<file path="config.mk">
export PLATFORM = sky130hd
export DESIGN_NAME = adcr_top
export DESIGN_NICKNAME = d
export VERILOG_FILES = /design/src/verilog/adcr_pkg.sv /design/src/verilog/adcr_sync.sv /design/src/verilog/adcr_osc_timer.sv /design/src/verilog/adcr_top.sv
export VERILOG_INCLUDE_DIRS = /design/src /design/src/verilog
export SDC_FILE = /design/constraint.sdc
export NUM_CORES = 1
export LEC_CHECK = 0
export BUFFER_PORTS_ARGS = -buffer_cell sky130_fd_sc_hd__buf_4
export CAP_MARGIN = 20
export CORE_AREA = 3 3 114 89
export CTS_BUF_LIST = sky130_fd_sc_hd__clkbuf_8
export CTS_CLUSTER_DIAMETER = 50
export DETAILED_ROUTE_END_ITERATION = 10
export DIE_AREA = 0 0 117 92
export HOLD_SLACK_MARGIN = 0.08
export PLACE_DENSITY = 0.77
export SLEW_MARGIN = 10
export SYNTH_ARGS = -nofsm -noshare
export SYNTH_HDL_FRONTEND = slang
export SYNTH_SLANG_ARGS = --single-unit
</file>
<file path="constraint.sdc">
create_clock -name i_clock -period 3 [get_ports i_clock]
set_input_delay 0.75 -clock i_clock [delete_from_list [all_inputs] [get_ports i_clock]]
set_output_delay 0.75 -clock i_clock [all_outputs]
set_load 0.01 [all_outputs]
</file>
<file path="src/verilog/adcr_defs.svh">
`ifndef ADCR_DEFS_SVH
`define ADCR_DEFS_SVH

`define ADCR_WORD_W        24
`define ADCR_CODE_W        22
`define ADCR_RAW_W         23
`define ADCR_BIT_OVL       23
`define ADCR_BIT_OVH       22
`define ADCR_BIT_SIGN      21
`define ADCR_POS_FULL      23'h1fffff
`define ADCR_NEG_FULL      23'h600000
`define ADCR_LAST_BIT      5'h18
`define ADCR_CNT_W         5
`define ADCR_CLK_PERIOD_NS 25
`define ADCR_OSC_PERIOD_NS 9766
`define ADCR_OSC_DIV       ((`ADCR_OSC_PERIOD_NS + `ADCR_CLK_PERIOD_NS - 1) / `ADCR_CLK_PERIOD_NS)
`define ADCR_DIV_W         9
`define ADCR_PER_W         16
`define ADCR_SETTLE_OSC    16'h0020
`define ADCR_CONV_OSC      16'h2000

`endif

</file>
<file path="src/verilog/adcr_pkg.sv">
`default_nettype none
package adcr_pkg;
   // Result word as shifted out, bit 23 first
   typedef struct packed {
      logic        overflow_low_flag;
      logic        overflow_high_flag;
      logic [21:0] code;
   } adcr_word_t;

   typedef enum logic [3:0] {
      ST_SHUTDOWN = 4'h1,
      ST_SETTLE   = 4'h2,
      ST_CONVERT  = 4'h4,
      ST_SLEEP    = 4'h8
   } adcr_state_t;
endpackage
`default_nettype wire

</file>
<file path="src/verilog/adcr_sync.sv">
`default_nettype none
module adcr_sync #(
   parameter int W = 2
) (
   input  wire logic         i_clock,
   input  wire logic         i_rst_n,
   input  wire logic [W-1:0] i_async,
   output logic      [W-1:0] o_sync
);
   // Two flops per bit; only the second flop reads the first
   generate
      for (genvar g = 0; g < W; g++) begin : g_bit
         logic meta_q;
         logic sync_q;
         always_ff @(posedge i_clock or negedge i_rst_n) begin
            if (!i_rst_n) begin
               meta_q <= 1'b1;
               sync_q <= 1'b1;
            end else begin
               meta_q <= i_async[g];
               sync_q <= meta_q;
            end
         end
         assign o_sync[g] = sync_q;
      end
   endgenerate
endmodule // adcr_sync
`default_nettype wire

</file>
<file path="src/verilog/adcr_osc_timer.sv">
`include "adcr_defs.svh"
`default_nettype none
module adcr_osc_timer #(
   parameter logic [`ADCR_DIV_W-1:0] OSC_DIV = `ADCR_DIV_W'(`ADCR_OSC_DIV)
) (
   input  wire logic                   i_clock,
   input  wire logic                   i_rst_n,
   input  wire logic                   i_run,
   input  wire logic                   i_start,
   input  wire logic [`ADCR_PER_W-1:0] i_target,
   output logic                        o_done
);
   logic [`ADCR_DIV_W-1:0] div_q;
   logic [`ADCR_PER_W-1:0] per_q;
   logic                   tick;

   // Internal oscillator period derived from the system clock
   assign tick   = i_run && (div_q == OSC_DIV - `ADCR_DIV_W'(1));
   assign o_done = tick && (per_q == i_target - `ADCR_PER_W'(1));

   // Oscillator is held in reset while not running
   always_ff @(posedge i_clock or negedge i_rst_n) begin
      if (!i_rst_n) begin
         div_q <= '0;
      end else if (!i_run || i_start || tick) begin
         div_q <= '0;
      end else begin
         div_q <= div_q + `ADCR_DIV_W'(1);
      end
   end

   // Period counter wraps so back-to-back intervals need no restart
   always_ff @(posedge i_clock or negedge i_rst_n) begin
      if (!i_rst_n) begin
         per_q <= '0;
      end else if (!i_run || i_start || o_done) begin
         per_q <= '0;
      end else if (tick) begin
         per_q <= per_q + `ADCR_PER_W'(1);
      end
   end
endmodule // adcr_osc_timer
`default_nettype wire

</file>
<file path="src/verilog/adcr_top.sv">
`include "adcr_defs.svh"
`default_nettype none
module adcr_top #(
   parameter logic [`ADCR_PER_W-1:0] SETTLE_OSC = `ADCR_SETTLE_OSC,
   parameter logic [`ADCR_PER_W-1:0] CONV_OSC   = `ADCR_CONV_OSC,
   parameter logic [`ADCR_DIV_W-1:0] OSC_DIV    = `ADCR_DIV_W'(`ADCR_OSC_DIV)
) (
   input  wire logic                  i_clock,
   input  wire logic                  i_arst_n,
   input  wire logic                  i_chip_select_low_active_n,
   input  wire logic                  i_serial_clock,
   input  wire logic [`ADCR_RAW_W-1:0] i_filter_value,
   output logic                       o_data_out_ready_pin,
   output logic                       o_data_out_ready_pin_oe,
   output logic                       o_modulator_run,
   output logic                       o_result_load,
   output logic                       o_shutdown,
   output logic                       o_single_mode,
   output adcr_pkg::adcr_word_t       o_result_word
);
   logic                   rst_q1;
   logic                   rst_q2;
   logic [1:0]             pins_s;
   logic                   cs_s;
   logic                   sck_s;
   logic                   cs_prev_q;
   logic                   sck_prev_q;
   logic                   cs_fall;
   logic                   cs_rise;
   logic                   sck_fall;
   adcr_pkg::adcr_state_t  state_q;
   adcr_pkg::adcr_state_t  state_d;
   logic                   timer_done;
   logic                   timer_start;
   logic                   timer_run;
   logic [`ADCR_PER_W-1:0] timer_target;
   logic                   conv_end;
   logic                   single_q;
   adcr_pkg::adcr_word_t   new_word;
   adcr_pkg::adcr_word_t   out_q;
   adcr_pkg::adcr_word_t   pend_q;
   logic                   pend_valid_q;
   logic                   avail_q;
   logic [`ADCR_CNT_W-1:0] bit_cnt_q;
   logic                   reading;
   logic                   read_done;
   logic                   rdy_latch_q;
   logic                   ready_level;
   logic                   pin_d;
   logic                   pin_q;
   logic                   oe_q;
   logic                   load_q;
   logic                   shut_entry;

   // Reset release through two flops
   always_ff @(posedge i_clock or negedge i_arst_n) begin
      if (!i_arst_n) begin
         rst_q1 <= 1'b0;
         rst_q2 <= 1'b0;
      end else begin
         rst_q1 <= 1'b1;
         rst_q2 <= rst_q1;
      end
   end

   // Pins from the host are asynchronous to the block clock
   adcr_sync #(
      .W (2)
   ) u_sync (
      .i_clock (i_clock),
      .i_rst_n (rst_q2),
      .i_async ({i_serial_clock, i_chip_select_low_active_n}),
      .o_sync  (pins_s)
   );
   assign cs_s  = pins_s[0];
   assign sck_s = pins_s[1];

   // Edge detection on the synchronised pins
   always_ff @(posedge i_clock or negedge rst_q2) begin
      if (!rst_q2) begin
         cs_prev_q  <= 1'b1;
         sck_prev_q <= 1'b1;
      end else begin
         cs_prev_q  <= cs_s;
         sck_prev_q <= sck_s;
      end
   end
   assign cs_fall  = cs_prev_q && !cs_s;
   assign cs_rise  = !cs_prev_q && cs_s;
   assign sck_fall = sck_prev_q && !sck_s && !cs_s;

   // Settle and conversion interval timer on the internal oscillator
   assign timer_run    = (state_q == adcr_pkg::ST_SETTLE) || (state_q == adcr_pkg::ST_CONVERT);
   assign timer_start  = (state_d != state_q);
   assign timer_target = (state_q == adcr_pkg::ST_SETTLE) ? SETTLE_OSC : CONV_OSC;
   adcr_osc_timer #(
      .OSC_DIV (OSC_DIV)
   ) u_timer (
      .i_clock  (i_clock),
      .i_rst_n  (rst_q2),
      .i_run    (timer_run),
      .i_start  (timer_start),
      .i_target (timer_target),
      .o_done   (timer_done)
   );
   // Every conversion end captures a result, also the one that enters sleep
   assign conv_end = (state_q == adcr_pkg::ST_CONVERT) && timer_done;

   // Next operating state
   always_comb begin
      state_d = state_q;
      unique case (state_q)
         adcr_pkg::ST_SHUTDOWN: begin
            if (cs_fall) begin
               state_d = adcr_pkg::ST_SETTLE;
            end
         end
         adcr_pkg::ST_SETTLE: begin
            if (timer_done) begin
               state_d = cs_s && single_q ? adcr_pkg::ST_SHUTDOWN : adcr_pkg::ST_CONVERT;
            end
         end
         adcr_pkg::ST_CONVERT: begin
            if (timer_done) begin
               if (single_q || cs_rise) begin
                  state_d = cs_s ? adcr_pkg::ST_SLEEP : adcr_pkg::ST_SLEEP;
               end
            end
         end
         adcr_pkg::ST_SLEEP: begin
            if (cs_rise) begin
               state_d = adcr_pkg::ST_SHUTDOWN;
            end
         end
      endcase
   end

   // State register; power-up begins with the settle interval
   always_ff @(posedge i_clock or negedge rst_q2) begin
      if (!rst_q2) begin
         state_q <= adcr_pkg::ST_SETTLE;
      end else begin
         state_q <= state_d;
      end
   end
   assign shut_entry = (state_q != adcr_pkg::ST_SHUTDOWN) && (state_d == adcr_pkg::ST_SHUTDOWN);

   // Conversion mode: rising chip select while running selects single
   always_ff @(posedge i_clock or negedge rst_q2) begin
      if (!rst_q2) begin
         single_q <= 1'b0;
      end else if (state_q == adcr_pkg::ST_SHUTDOWN && cs_fall) begin
         single_q <= 1'b0;
      end else if (timer_run && cs_rise) begin
         single_q <= 1'b1;
      end
   end

   // Result word from the settled filter value, never clamped
   always_comb begin
      new_word      = '0;
      new_word.overflow_high_flag  = $signed(i_filter_value) > $signed(`ADCR_POS_FULL);
      new_word.overflow_low_flag  = $signed(i_filter_value) < $signed(`ADCR_NEG_FULL);
      new_word.code = i_filter_value[`ADCR_CODE_W-1:0];
   end

   // Readout progress: count of serial clock falls seen
   assign reading   = (bit_cnt_q != '0);
   assign read_done = sck_fall && (bit_cnt_q == `ADCR_LAST_BIT);

   // Output register: a result ending with the last bit goes straight in
   always_ff @(posedge i_clock or negedge rst_q2) begin
      if (!rst_q2) begin
         out_q <= '0;
      end else if (conv_end && (!reading || read_done)) begin
         out_q <= new_word;
      end else if (read_done && pend_valid_q) begin
         out_q <= pend_q;
      end
   end

   // Newest result held back while a word is being shifted out
   always_ff @(posedge i_clock or negedge rst_q2) begin
      if (!rst_q2) begin
         pend_q <= '0;
      end else if (conv_end && reading && !read_done) begin
         pend_q <= new_word;
      end
   end

   // Pending flag; a direct load makes an older pending word stale
   always_ff @(posedge i_clock or negedge rst_q2) begin
      if (!rst_q2) begin
         pend_valid_q <= 1'b0;
      end else if (shut_entry) begin
         pend_valid_q <= 1'b0;
      end else if (conv_end && reading && !read_done) begin
         pend_valid_q <= 1'b1;
      end else if (conv_end || read_done) begin
         pend_valid_q <= 1'b0;
      end
   end

   // Data-available flag; a new result wins over a finished word
   always_ff @(posedge i_clock or negedge rst_q2) begin
      if (!rst_q2) begin
         avail_q <= 1'b0;
      end else if (shut_entry) begin
         avail_q <= 1'b0;
      end else if (conv_end) begin
         avail_q <= 1'b1;
      end else if (read_done && !pend_valid_q) begin
         avail_q <= 1'b0;
      end
   end

   // Ready level latched at each chip select fall for single mode
   always_ff @(posedge i_clock or negedge rst_q2) begin
      if (!rst_q2) begin
         rdy_latch_q <= 1'b1;
      end else if (cs_fall) begin
         rdy_latch_q <= !avail_q;
      end else if (read_done) begin
         rdy_latch_q <= 1'b1;
      end
   end
   assign ready_level = single_q ? rdy_latch_q : !avail_q;

   // Serial clock fall counter; a raised chip select aborts the word
   always_ff @(posedge i_clock or negedge rst_q2) begin
      if (!rst_q2) begin
         bit_cnt_q <= '0;
      end else if (cs_s || shut_entry) begin
         bit_cnt_q <= '0;
      end else if (read_done) begin
         bit_cnt_q <= '0;
      end else if (sck_fall && (reading || !ready_level)) begin
         bit_cnt_q <= bit_cnt_q + `ADCR_CNT_W'(1);
      end
   end

   // Pin shows a data bit while reading, else the ready level
   always_comb begin
      pin_d = ready_level;
      if (reading) begin
         pin_d = out_q[`ADCR_CNT_W'(`ADCR_LAST_BIT - bit_cnt_q)];
      end
   end

   // Registered pin drive and release
   always_ff @(posedge i_clock or negedge rst_q2) begin
      if (!rst_q2) begin
         pin_q <= 1'b1;
         oe_q  <= 1'b0;
      end else begin
         pin_q <= pin_d;
         oe_q  <= !cs_s;
      end
   end

   // One-cycle strobe when a new result is captured
   always_ff @(posedge i_clock or negedge rst_q2) begin
      if (!rst_q2) begin
         load_q <= 1'b0;
      end else begin
         load_q <= conv_end;
      end
   end

   assign o_data_out_ready_pin    = pin_q;
   assign o_data_out_ready_pin_oe = oe_q;
   assign o_modulator_run         = (state_q == adcr_pkg::ST_CONVERT);
   assign o_result_load           = load_q;
   assign o_shutdown              = (state_q == adcr_pkg::ST_SHUTDOWN);
   assign o_single_mode           = single_q;
   assign o_result_word           = out_q;
endmodule // adcr_top
`default_nettype wire

</file>
==> results.sh <==
export IMPL_worst_r2r_setup_slack_ps=340
export IMPL_power_leakage_nw=2.69
export IMPL_area_growth_pct=16.2
export IMPL_synthesis_area_sq_um=4940
export IMPL_reg2regPathDepth=6
export IMPL_synth_sequential_area_ratio=0.494
export IMPL_postSynthCellCount=411
export IMPL_syn_avg_cell_area_sq_um=12.0
export IMPL_globalRouteOverflowTotal=0
export IMPL_max_cap_viol_count=0
export IMPL_cts_htree_levels=3
export IMPL_synth_largest_area_cell="sky130_fd_sc_hd__dfrtp_1"
export IMPL_via_cell_ratio=5.77
export IMPL_first_pass_grt_wire_length_microns=17500
export IMPL_timing_hold_ws_ps=163
export IMPL_critical_path_arrival_ps=2910
export IMPL_postCtsSetupBuffers=0
export IMPL_vdd_drop_max_mv=0.283
export IMPL_fmaxAchievable_mhz=376
export IMPL_synth_edf_count=0
export IMPL_grt_util_all_layers=0.206
export IMPL_cts_repair_resized=0
export IMPL_clk_transition_reported_paths_ps=90
export IMPL_clk_latency_ps=360
export IMPL_synth_cell_type_count=60
export IMPL_crit_path_end="o_result_word[12]"
export IMPL_final_setup_skew_ps=13.3
export IMPL_port_buffers=56
export IMPL_data_required_critical_path_ps=3250
export IMPL_final_setup_worst_slack_ps=340
export IMPL_outcome="complete, no violations"
export IMPL_cts_sink_count=97
export IMPL_number_of_nets_with_antenna_violations_after_routing=0
export IMPL_post_drt_wl_per_cell_microns=17.4
export IMPL_unrepaired_setup_endpoints_after_global_routing="false"
export IMPL_cts_buffers_inserted=9
export IMPL_synth_async_reset_ratio=1.00
export IMPL_postSynthRegisterBits=97
export IMPL_detail_route_first_pass_iterations=4
export IMPL_die_width_microns=117
export IMPL_power_density_cell_area_nw_per_um2=467
export IMPL_tightestPinTransition_ps=680
export IMPL_largest_net_degree_at_the_start_of_global_routing=96
export IMPL_wirelength_microns=10300
export IMPL_tritoncts="done"
export IMPL_detail_route_iter0_violations=232
export IMPL_root_buffer="sky130_fd_sc_hd__clkbuf_8"
export IMPL_diodes=0
export IMPL_kind_of_end_point_of_the_critical_path="flop"
export IMPL_netlist_top_cells_count="sky130_fd_sc_hd__dfrtp_1, sky130_fd_sc_hd__mux2_2, sky130_fd_sc_hd__nor2_1"
export IMPL_post_route_cells_drive_above_1_share=0.349
export IMPL_site_row_count=30
export IMPL_synth_warnings=0
export IMPL_layout_cell_area_non_filler_sq_um=5740
export IMPL_synth_top_cell_area_share=0.446
export IMPL_die_area_sq_um=10800
export IMPL_route_vias_total=3404
export IMPL_finalCriticalPeriod_ps=2660
export IMPL_final_hpwl_dp_microns=7130
export IMPL_antenna_found_initial=0
export IMPL_start_kind="flop"
export IMPL_worst_hold_path_type="input pin to asynchronous set/reset pin"
export IMPL_remaining_drc_errors=0
export IMPL_clock_tree_buffer_depth=2
export IMPL_gpl_final_weighted_congestion=0.864
export IMPL_slew_viol_final=0
export IMPL_synth_top_flop_cell="sky130_fd_sc_hd__dfrtp_1"
export IMPL_criticalPathCategory="flop to flop"
export IMPL_fill_cells=696
export IMPL_dieHeight_microns=92
export IMPL_syn_nets=443
export IMPL_dp_worst_setup_slack_ps=357
export IMPL_cts_hold_fix_buffers=0
export IMPL_crit_reg2reg_launch="state_q[1]"
export IMPL_min_period_over_period=0.887
export IMPL_placeableCoreArea_sq_um=9010
export IMPL_placement_cell_area_sq_um=5500
export IMPL_setup_violations_final=0
export IMPL_initial_core_utilization=0.548
export IMPL_crit_path_max_fanout=24
export IMPL_via_count_of_the_first_global_routing_pass=3554
export IMPL_critical_path_start="state_q[1]"
export IMPL_fin_nets=505
export IMPL_finalHoldViolations=0
export IMPL_finalSetupTns_ps=0
export IMPL_post_synth_top_count_cell="sky130_fd_sc_hd__dfrtp_1"
export IMPL_ys_top_cells_by_area="sky130_fd_sc_hd__dfrtp_1, sky130_fd_sc_hd__mux2_2, sky130_fd_sc_hd__mux2_4"
export IMPL_timing_rr_end="o_result_word[12]"
export IMPL_slew_headroom=0.545
export IMPL_num_io_pins=57
-- cell type report --
cell class	count	area, sq um	area share
Tap cell	112	140	0.0244
Multi-Input combinational cell	291	2350	0.410
Sequential cell	97	2440	0.426
Inverter	8	30.0	0.00523
Clock buffer	10	138	0.0240
Timing Repair Buffer	66	533	0.0929
Clock inverter	6	101	0.0177
-- registers in the layout, indices dropped and copies added (netlist names), 2 cells and up --
name / count
u_timer.per_q: 16
state_q: 4
bit_cnt_q: 5
u_sync.g_bit.meta_q: 2
o_result_word: 24
pend_q: 24
u_sync.g_bit.sync_q: 2
u_timer.div_q: 9
-- cell families after synthesis --
| logic type | Yosys count | share of synthesized area |
|---|---|---|
| other cells | 1 | 0.000759 |
| xor+xnor | 21 | 0.0372 |
| mux | 84 | 0.201 |
| fa+ha+maj | 5 | 0.0127 |
| simple gates | 123 | 0.142 |
| flops | 97 | 0.494 |
| buf+inv | 23 | 0.0296 |
| compound gates | 57 | 0.0834 |
-- cell usage in the layout, fill, tap and decap left out, types with 4 or more instances in the layout --
| cell | instances |
|---|---|
| sky130_fd_sc_hd__buf_4 | 63 |
| sky130_fd_sc_hd__inv_1 | 11 |
| sky130_fd_sc_hd__and2_1 | 7 |
| sky130_fd_sc_hd__nand4_1 | 11 |
| sky130_fd_sc_hd__nand2_1 | 21 |
| sky130_fd_sc_hd__xnor2_1 | 9 |
| sky130_fd_sc_hd__mux2_4 | 18 |
| sky130_fd_sc_hd__ha_1 | 5 |
| sky130_fd_sc_hd__a21oi_1 | 4 |
| sky130_fd_sc_hd__o21ai_0 | 16 |
| sky130_fd_sc_hd__o31ai_1 | 5 |
| sky130_fd_sc_hd__mux2i_1 | 18 |
| sky130_fd_sc_hd__nor3_1 | 6 |
| sky130_fd_sc_hd__dfrtp_1 | 87 |
| sky130_fd_sc_hd__a22oi_1 | 6 |
| sky130_fd_sc_hd__xor2_1 | 12 |
| sky130_fd_sc_hd__nor2b_1 | 5 |
| sky130_fd_sc_hd__dfstp_2 | 9 |
| sky130_fd_sc_hd__nand3_1 | 11 |
| sky130_fd_sc_hd__nand2b_1 | 4 |
| sky130_fd_sc_hd__mux2_2 | 48 |
| sky130_fd_sc_hd__nor2_1 | 30 |
| sky130_fd_sc_hd__clkbuf_8 | 10 |
-- stage by stage --
stage | power [mW] | instances | utilization
floorplan | 1.61 | 411 | -
global placement | 1.69 | 574 | 0.610
detailed placement | 1.71 | 574 | 0.610
CTS | 2.71 | 590 | 0.637
global route | 2.82 | 590 | 0.637
finish | 2.68 | 590 | 0.637
-- layer usage --
metal  share of wire  vias to the layer above  global-route usage
met5               0                        -                   0
met4          0.0078                        0              0.0458
met3           0.038                        7              0.0541
met2            0.47                       66               0.302
met1            0.49                     1713               0.306
li1                -                     1618                   -
-- worst min path at each step --
stage | from | endpoint | slack, ps | cells past startpoint
global placement | rst_q1 | rst_q2 | 340 | 0
detailed placement | rst_q1 | rst_q2 | 340 | 0
finish | i_arst_n | rst_q2 | 160 | 1
global route | i_arst_n | rst_q1 | 130 | 1
CTS | i_arst_n | rst_q2 | 140 | 1
floorplan | rst_q1 | rst_q2 | 330 | 0
-- worst max-delay path, cell delays in order (launching register included) --
cell and delay, ps:
sky130_fd_sc_hd__dfstp_2 630, sky130_fd_sc_hd__or4b_4 530, sky130_fd_sc_hd__nor3_4 320, sky130_fd_sc_hd__o2111ai_4 290, sky130_fd_sc_hd__nor2_8 180, sky130_fd_sc_hd__buf_12 220, sky130_fd_sc_hd__mux2_2 360
-- report_power, final --
part           total (mW)  internal [mW]  switching [mW]
sequential           1.45           1.37          0.0731
combinational       0.236          0.113           0.123
clock               0.997          0.568           0.429
total                2.68           2.05           0.625
No activity file was read; power rests on OpenSTA's default activity.
